`src/iesopc_pkg.sv`:
```
// package: constants and carrier types for the common-command status block
package iesopc_pkg;
  localparam int ESR_W = 8;
  localparam logic [7:0] ESR_RESET = 8'h00;
  localparam int OPC_BIT = 0;
  localparam int STB_ESB_BIT = 5;
  localparam int ADDR_W = 5;
  localparam logic [4:0] ADDR_MAX = 5'h1e;
  localparam logic [4:0] PCB_PRI_RESET = 5'h00;
  localparam logic [4:0] PCB_SEC_RESET = 5'h00;
  localparam int SERIAL_LEN = 10;
  // idn reply length: quote + maker + ',' + model + ',' + serial + ",0" + quote
  localparam int MAKER_LEN = 6;
  localparam int MODEL_LEN = 4;
  localparam int IDN_LEN = 1 + MAKER_LEN + 1 + MODEL_LEN + 1 + SERIAL_LEN + 3;
  // identity strings: arbitrary neutral values
  localparam logic [8*MAKER_LEN-1:0] MAKER_STR = "ACMEIN";
  localparam logic [8*MODEL_LEN-1:0] MODEL_STR = "M100";
  localparam logic [7:0] CH_QUOTE = 8'h22;
  localparam logic [7:0] CH_COMMA = 8'h2c;
  localparam logic [7:0] CH_ZERO = 8'h30;
  localparam logic [7:0] CH_PLUS = 8'h2b;
  localparam logic [7:0] CH_ONE = 8'h31;

  typedef enum logic [3:0] {
    IESOPC_CMD_NONE = 4'h0,
    IESOPC_CMD_ESRQ = 4'h1,
    IESOPC_CMD_IDNQ = 4'h2,
    IESOPC_CMD_OPC = 4'h3,
    IESOPC_CMD_OPCQ = 4'h4,
    IESOPC_CMD_CLS = 4'h5,
    IESOPC_CMD_RST = 4'h6,
    IESOPC_CMD_DCL = 4'h7,
    IESOPC_CMD_SDC = 4'h8,
    IESOPC_CMD_PCB = 4'h9
  } iesopc_cmd_e;

  typedef struct packed {
    iesopc_cmd_e cmd;
    logic [ADDR_W-1:0] pri;
    logic sec_valid;
    logic [ADDR_W-1:0] sec;
  } iesopc_req_s;

  typedef struct packed {
    logic [7:0] data;
    logic last;
  } iesopc_out_s;
endpackage

```
`src/iesopc_core.sv`:
```
// common-command status core: event latch, identity reply, completion tracking, pass-back address
// How it works
// - esr query returns the event byte as its weighted sum, bits 0 to 7
// - the event byte is cleared after the esr query reads it
// - an event bit sets when its condition rises
// - a set bit stays until esr query or clear-status
// - identity reply: quoted maker, model, ten-character serial, zero
// - sequential commands stall the command port; overlapped ones do not
// - internal no-pending-op flag is 1 only when no overlapped work is pending
// - after opc, bit 0 sets when the no-pending-op flag is 1
// - after opc query, +1 is queued once the flag is 1
// - clear, reset and device clears cancel armed opc; an opc query holds the command port until +1 is sent, so they cannot cancel it
// - opc completion can raise service request via bit 0 and bit 5 enables
// - pass-back accepts primary 0 to 30 and optional secondary 0 to 30
// - on finishing its bus job the device passes control to stored address
// - pass-back address survives reset commands; rst_n sets it back to primary 0, no secondary
// - event summary is the or of event bits anded with their enable bits
`timescale 1ns/1ns
module iesopc_core #(
  parameter int N_OVL = 4
) (
  // clock and reset
  input wire logic core_clk,
  input wire logic rst_n,
  // command port
  input wire logic req_valid,
  input wire iesopc_pkg::iesopc_req_s req,
  output logic req_ready,
  input wire logic seq_busy,
  // event conditions and overlapped work
  input wire logic [7:0] event_cond,
  input wire logic [N_OVL-1:0] ovl_pending,
  input wire logic [7:0] esr_enable,
  input wire logic [8*iesopc_pkg::SERIAL_LEN-1:0] serial_num,
  // reply byte stream
  output iesopc_pkg::iesopc_out_s out_byte,
  output logic out_valid,
  input wire logic out_ready,
  // status and pass-control
  output logic [7:0] standard_event_latch,
  output logic esb_summary,
  output logic pcb_bad_addr,
  input wire logic bus_job_done,
  output logic pass_ctl_pulse,
  output logic [iesopc_pkg::ADDR_W-1:0] pass_pri,
  output logic pass_sec_valid,
  output logic [iesopc_pkg::ADDR_W-1:0] pass_sec
);
  // elaboration check: the pending mask needs at least one bit
  if (N_OVL < 1) begin : g_bad_n_ovl
    $error("N_OVL must be at least 1");
  end

  typedef enum logic [1:0] {
    IESOPC_IDLE = 2'b00,
    IESOPC_ESR = 2'b01,
    IESOPC_IDN = 2'b10,
    IESOPC_OPCQ = 2'b11
  } iesopc_state_e;

  iesopc_state_e state_reg;
  logic [7:0] cond_prev_reg;
  logic [4:0] idx_reg;
  logic [7:0] esr_snap_reg;
  logic [1:0] esr_digit_reg;
  logic opc_armed_reg;
  logic opcq_armed_reg;
  logic no_pending_op_flag;
  logic take;
  logic esr_clear;
  logic cancel;
  logic [7:0] ev_rise;
  logic [7:0] opc_set;
  logic [7:0] idn_char;
  logic [7:0] esr_char;
  logic [8*iesopc_pkg::IDN_LEN-1:0] idn_str;
  logic pcb_ok;

  assign take = req_valid && req_ready;
  assign no_pending_op_flag = ~|ovl_pending;
  assign cancel = take && (req.cmd == iesopc_pkg::IESOPC_CMD_CLS || req.cmd == iesopc_pkg::IESOPC_CMD_RST ||
                  req.cmd == iesopc_pkg::IESOPC_CMD_DCL || req.cmd == iesopc_pkg::IESOPC_CMD_SDC);
  assign esr_clear = (take && req.cmd == iesopc_pkg::IESOPC_CMD_ESRQ) ||
                     (take && req.cmd == iesopc_pkg::IESOPC_CMD_CLS);
  assign ev_rise = event_cond & ~cond_prev_reg;
  assign opc_set = {7'h00, opc_armed_reg && no_pending_op_flag && !cancel};
  assign idn_str = {iesopc_pkg::CH_QUOTE, iesopc_pkg::MAKER_STR, iesopc_pkg::CH_COMMA, iesopc_pkg::MODEL_STR,
                    iesopc_pkg::CH_COMMA, serial_num, iesopc_pkg::CH_COMMA, iesopc_pkg::CH_ZERO,
                    iesopc_pkg::CH_QUOTE};
  assign idn_char = idn_str[8*(iesopc_pkg::IDN_LEN-1-int'(idx_reg)) +: 8];
  assign pcb_ok = req.pri <= iesopc_pkg::ADDR_MAX && (!req.sec_valid || req.sec <= iesopc_pkg::ADDR_MAX);

  // decimal digits of the snapshot, most significant first, leading zeros dropped
  always_comb begin
    case (esr_digit_reg)
      2'h2: esr_char = iesopc_pkg::CH_ZERO + 8'(esr_snap_reg / 8'd100);
      2'h1: esr_char = iesopc_pkg::CH_ZERO + 8'((esr_snap_reg / 8'd10) % 8'd10);
      default: esr_char = iesopc_pkg::CH_ZERO + 8'(esr_snap_reg % 8'd10);
    endcase
  end

  // sequential work and pending replies hold the command port
  always_ff @(posedge core_clk) begin
    if (!rst_n) begin
      req_ready <= 1'b0;
    end else begin
      req_ready <= !seq_busy && state_reg == IESOPC_IDLE && !take;
    end
  end

  always_ff @(posedge core_clk) begin
    if (!rst_n) begin
      cond_prev_reg <= iesopc_pkg::ESR_RESET;
    end else begin
      cond_prev_reg <= event_cond;
    end
  end

  // event latch: sets win over read-clear and clear-status
  always_ff @(posedge core_clk) begin
    if (!rst_n) begin
      standard_event_latch <= iesopc_pkg::ESR_RESET;
    end else if (esr_clear) begin
      standard_event_latch <= ev_rise | opc_set;
    end else begin
      standard_event_latch <= standard_event_latch | ev_rise | opc_set;
    end
  end

  always_ff @(posedge core_clk) begin
    if (!rst_n) begin
      esb_summary <= 1'b0;
    end else begin
      esb_summary <= |(standard_event_latch & esr_enable);
    end
  end

  // completion requests
  always_ff @(posedge core_clk) begin
    if (!rst_n) begin
      opc_armed_reg <= 1'b0;
      opcq_armed_reg <= 1'b0;
    end else if (cancel) begin
      opc_armed_reg <= 1'b0;
      opcq_armed_reg <= 1'b0;
    end else begin
      if (take && req.cmd == iesopc_pkg::IESOPC_CMD_OPC) begin
        opc_armed_reg <= 1'b1;
      end else if (opc_armed_reg && no_pending_op_flag) begin
        opc_armed_reg <= 1'b0;
      end
      if (take && req.cmd == iesopc_pkg::IESOPC_CMD_OPCQ) begin
        opcq_armed_reg <= 1'b1;
      end else if (state_reg == IESOPC_OPCQ && out_valid && out_ready && out_byte.last) begin
        opcq_armed_reg <= 1'b0;
      end
    end
  end

  // reply sequencer
  always_ff @(posedge core_clk) begin
    if (!rst_n) begin
      state_reg <= IESOPC_IDLE;
      idx_reg <= 5'h00;
      esr_snap_reg <= 8'h00;
      esr_digit_reg <= 2'h0;
      out_valid <= 1'b0;
      out_byte <= '0;
    end else begin
      case (state_reg)
        IESOPC_IDLE: begin
          out_valid <= 1'b0;
          idx_reg <= 5'h00;
          if (take && req.cmd == iesopc_pkg::IESOPC_CMD_ESRQ) begin
            state_reg <= IESOPC_ESR;
            esr_snap_reg <= standard_event_latch;
            esr_digit_reg <= standard_event_latch >= 8'd100 ? 2'h2 : (standard_event_latch >= 8'd10 ? 2'h1 : 2'h0);
          end else if (take && req.cmd == iesopc_pkg::IESOPC_CMD_IDNQ) begin
            state_reg <= IESOPC_IDN;
          end else if (take && req.cmd == iesopc_pkg::IESOPC_CMD_OPCQ) begin
            state_reg <= IESOPC_OPCQ;
          end
        end
        IESOPC_ESR: begin
          if (!out_valid || out_ready) begin
            if (out_valid && out_byte.last) begin
              out_valid <= 1'b0;
              state_reg <= IESOPC_IDLE;
            end else begin
              out_valid <= 1'b1;
              out_byte.data <= esr_char;
              out_byte.last <= esr_digit_reg == 2'h0;
              esr_digit_reg <= esr_digit_reg - 2'h1;
            end
          end
        end
        IESOPC_IDN: begin
          if (!out_valid || out_ready) begin
            if (out_valid && out_byte.last) begin
              out_valid <= 1'b0;
              state_reg <= IESOPC_IDLE;
            end else begin
              out_valid <= 1'b1;
              out_byte.data <= idn_char;
              out_byte.last <= int'(idx_reg) == iesopc_pkg::IDN_LEN - 1;
              idx_reg <= idx_reg + 5'h01;
            end
          end
        end
        IESOPC_OPCQ: begin
          if (!opcq_armed_reg || cancel) begin
            out_valid <= 1'b0;
            state_reg <= IESOPC_IDLE;
          end else if (!out_valid) begin
            if (no_pending_op_flag) begin
              out_valid <= 1'b1;
              out_byte.data <= iesopc_pkg::CH_PLUS;
              out_byte.last <= 1'b0;
            end
          end else if (out_ready) begin
            out_byte.data <= iesopc_pkg::CH_ONE;
            out_byte.last <= 1'b1;
            if (out_byte.last) begin
              out_valid <= 1'b0;
              state_reg <= IESOPC_IDLE;
            end
          end
        end
        default: state_reg <= IESOPC_IDLE;
      endcase
    end
  end

  // pass-back address: only rst_n and an accepted pass-back command change it, never the reset commands
  always_ff @(posedge core_clk) begin
    if (!rst_n) begin
      pass_pri <= iesopc_pkg::PCB_PRI_RESET;
      pass_sec <= iesopc_pkg::PCB_SEC_RESET;
      pass_sec_valid <= 1'b0;
      pcb_bad_addr <= 1'b0;
    end else begin
      pcb_bad_addr <= 1'b0;
      if (take && req.cmd == iesopc_pkg::IESOPC_CMD_PCB) begin
        if (pcb_ok) begin
          pass_pri <= req.pri;
          pass_sec <= req.sec;
          pass_sec_valid <= req.sec_valid;
        end else begin
          pcb_bad_addr <= 1'b1;
        end
      end
    end
  end

  always_ff @(posedge core_clk) begin
    if (!rst_n) begin
      pass_ctl_pulse <= 1'b0;
    end else begin
      pass_ctl_pulse <= bus_job_done;
    end
  end
endmodule

```
`config.mk`:
```
export PLATFORM = sky130hd
export DESIGN_NAME = iesopc_core
export DESIGN_NICKNAME = d
export VERILOG_FILES = /design/src/iesopc_pkg.sv /design/src/iesopc_core.sv
export SDC_FILE = /design/constraint.sdc
export NUM_CORES = 1
export LEC_CHECK = 0
export BUFFER_PORTS_ARGS = -buffer_cell sky130_fd_sc_hd__buf_2
export CORE_MARGIN = 4
export CORE_UTILIZATION = 42
export CTS_CLUSTER_DIAMETER = 50
export DETAILED_ROUTE_END_ITERATION = 16
export PLACE_DENSITY_LB_ADDON = 0.25
export RECOVER_POWER = 25
export SYNTH_ARGS = -nofsm -noshare
export SYNTH_HDL_FRONTEND = slang
export SYNTH_SLANG_ARGS = --single-unit
export TNS_END_PERCENT = 20
```
`constraint.sdc`:
```
create_clock -name core_clk -period 3.95 [get_ports core_clk]
set_input_delay 0.395 -clock core_clk [delete_from_list [all_inputs] [get_ports core_clk]]
set_output_delay 0.395 -clock core_clk [all_outputs]
set_load 0.01 [all_outputs]
```
==> metrics.cfg <==
[grt]
grt_pass1_vias = 4638
antenna_found_initial = 0
grt_usage_pct = 20.3
grt_remaining_overflow = 0
grt_pass1_wl_mm = 21.5
grt_max_degree = 33

[sta]
hold_viol = 0
tns_ns = 0
drv_slew = 0
whs_ns = 0.251
rsz0062_at_grt = no
setup_viol = 0
skew_ns = 0.0188
fin_crit_sh_pct = 93.7
period_needed_ns = 3.70
max_freq_mhz = 270
timing.slew.headroom_pct = 22.9
worstMarginPinSlew_ns = 1.15

[run]
maxCapViolCount = 0

[synthesis]
ys_warn_count = 0
synth.avg_cell_area_um2 = 7.91
synth-compound-area-share_pct = 25.8
synth_ff_type = dfxtp_1
yosysTopAreaCell = dfxtp_1
synth_fp_nets = 709
ys_ff_latch = 60
synth_top_area_share_pct = 26.6
ys_top_cells_by_area = dfxtp_1 27%, nor2_1 5.6%, mux4_2 5.5%
synth_top_family_by_area = compound AO/OA/AOI/OAI gates
synthMuxAreaShare_pct = 12.5
synthArstFlopShare_pct = 0
ys_seq_area_share_pct = 26.6
synth.most_common_cell = nor2_1
synth_xor_area_share_pct = 3.10
netlist_area_mm2 = 0.00452
synth-edff-count = 0
synth-simple-area-share_pct = 21.5
synth_commonest_cells = 67 x nor2_1, 60 x dfxtp_1, 56 x nand2_1
ys_types = 69
synth_adder_area_share_pct = 4.71
synthCells = 571

[clock_network]
holdBufCountCts = 0
root_buffer = clkbuf_8
clkTransAtPathRegs_ns = 0.08
cts_buffers = 9
numClockSinks = 60
tritoncts = done
clk_latency_ns = 0.34
cts_buffer_depth = 2
htree_levels = 3

[floorplanning]
chipWidth_um = 112
pin_count = 154
die_h_um = 112
start_util_pct = 43.4
rows = 37
placeableCoreArea_mm2 = 0.0104
die_area_mm2 = 0.0125

[setup_path]
arrival_ns = 3.89
path_class = reg -> reg
cp-end-kind = register
crit_required_ns = 4.14
cp-start-kind = register
cp_max_fo = 8

[drt]
first_pass_iters = 4
drt_iter0_drc = 312
dr_total_vias = 4788
drcViolationCount = 0
ant_nets = 0
wl_per_cell_um = 15.3
wirelength_mm = 13.1
vias_per_cell = 5.60

[power_and_ir_drop]
powerDensity_mw_per_mm2 = 332
power.leakage_nw = 2.33
ir_drop_mv = 0.206

[cells_and_area]
largest_register_ffs = 9
fillers = 1006
top_register = out_byte
nNetsFinal = 853
antenna_cells = 0
area_growth_pct = 24.8
utilization_pct = 54.2
drive_above_1_share_pct = 29.5

[placement]
portBuffers = 153
finalWeightedCongestion = 0.826
hpwlAfterDp_mm = 10.2

[worst_hold_path]
hold_class = in -> reg

[status]
status = finished, final reports clean

-- cells in the final DEF, fill, tap and decap left out, types with 3 or more instances in the layout --
master    instances
nor3_1           10
o22ai_1          11
a31oi_1           8
xor2_1            7
xnor2_1           8
nand4_1           5
nand3_1          14
ha_1             17
clkbuf_1         12
dfxtp_2           3
a21boi_0          5
buf_4            15
nand2_1          56
o211ai_1          7
or2_2             3
and3_1            8
a32oi_1           6
nor2_1           67
dfxtp_1          56
mux2_2            6
mux2i_1          24
mux4_2           11
o221ai_1          6
a211oi_1          8
clkbuf_8         12
a21o_1            3
nand2b_1         13
inv_1            28
buf_2           141
nand3b_1          5
a21oi_1          33
a22oi_1           4
nor4_1            4
o21ai_0          37
o311ai_0          6
o21a_1            3
-- metal layers --
layer,track usage [%],vias up,routed length (µm)
met2,33.5,161,6080
met5,0,-,0
met3,4.18,12,933
met1,27.1,2219,5920
li1,-,2396,-
met4,5.27,0,143
-- kinds of logic (layout without fill, tap and decap cells) --
| logic type | after synthesis | after routing |
|---|---|---|
| XOR/XNOR | 16 | 16 |
| multiplexers | 42 | 42 |
| adder cells (fa/ha/maj) | 17 | 17 |
| AO/OA/AOI/OAI | 168 | 168 |
| buffers and inverters | 64 | 212 |
| AND/OR/NAND/NOR | 204 | 204 |
| flip-flops | 60 | 60 |
-- where the power goes --
| part | internal (mW) | switching, mW | total [mW] |
|---|---|---|---|
| registers | 0.658 | 0.0472 | 0.705 |
| logic | 0.261 | 0.319 | 0.580 |
| clock network | 0.340 | 0.250 | 0.590 |
-- through the flow --
| stage | power [mW] | std cells | instance area [µm²] | setup WS (ns) |
|---|---|---|---|---|
| after floorplan | 1.09 | 571 | 4520 | 0.464 |
| after global placement | 1.29 | 839 | 5410 | 0.119 |
| after detailed placement | 1.30 | 839 | 5410 | -0.00239 |
| after CTS | 1.89 | 854 | 5620 | 0.0740 |
| after global routing | 1.99 | 855 | 5640 | 0.000698 |
| final | 1.87 | 855 | 5640 | 0.251 |
-- worst paths after layout --
kind                                  startpoint                 endpoint  slack [ns]  depth (start not counted)
worst min register to register  cond_prev_reg[3]  standard_event_latch[3]        0.41                          1
worst min-delay path               event_cond[6]         cond_prev_reg[6]        0.25                          3
worst max-delay path             esr_snap_reg[7]              out_byte[6]        0.25                         16
worst max register to register   esr_snap_reg[7]              out_byte[6]        0.25                         16
-- repair_timing --
item,4_1_cts,5_1_grt
pin swaps,0,1
setup endpoints to repair,1,2
buffers inserted,0,1
gates resized for setup,1,11
-- layout make-up --
class                           count  area [µm²]  share of cell area (%)
Timing Repair Buffer              168         863                    15.3
Clock inverter                      3        45.0                   0.799
Clock buffer                       12         165                    2.93
Tap cell                          136         170                    3.02
Sequential cell                    60        1210                    21.4
Inverter                           29         109                    1.93
Multi-Input combinational cell    447        3080                    54.6
-- worst max-delay path, cell delays in order, from the launching register on --
cell and delay [ns]:
dfxtp_4 0.39, buf_4 0.16, or3b_1 0.44, a32oi_1 0.22, nor2_1 0.09, nor3_4 0.19, o2111ai_2 0.20, a21oi_2 0.22
inv_1 0.12, a211o_4 0.41, a211oi_1 0.29, xnor2_1 0.15, nand3_1 0.09, ha_1 0.29, nor2_1 0.03, a31oi_1 0.15
a21oi_1 0.08
Power figures use the tool's default switching activity.
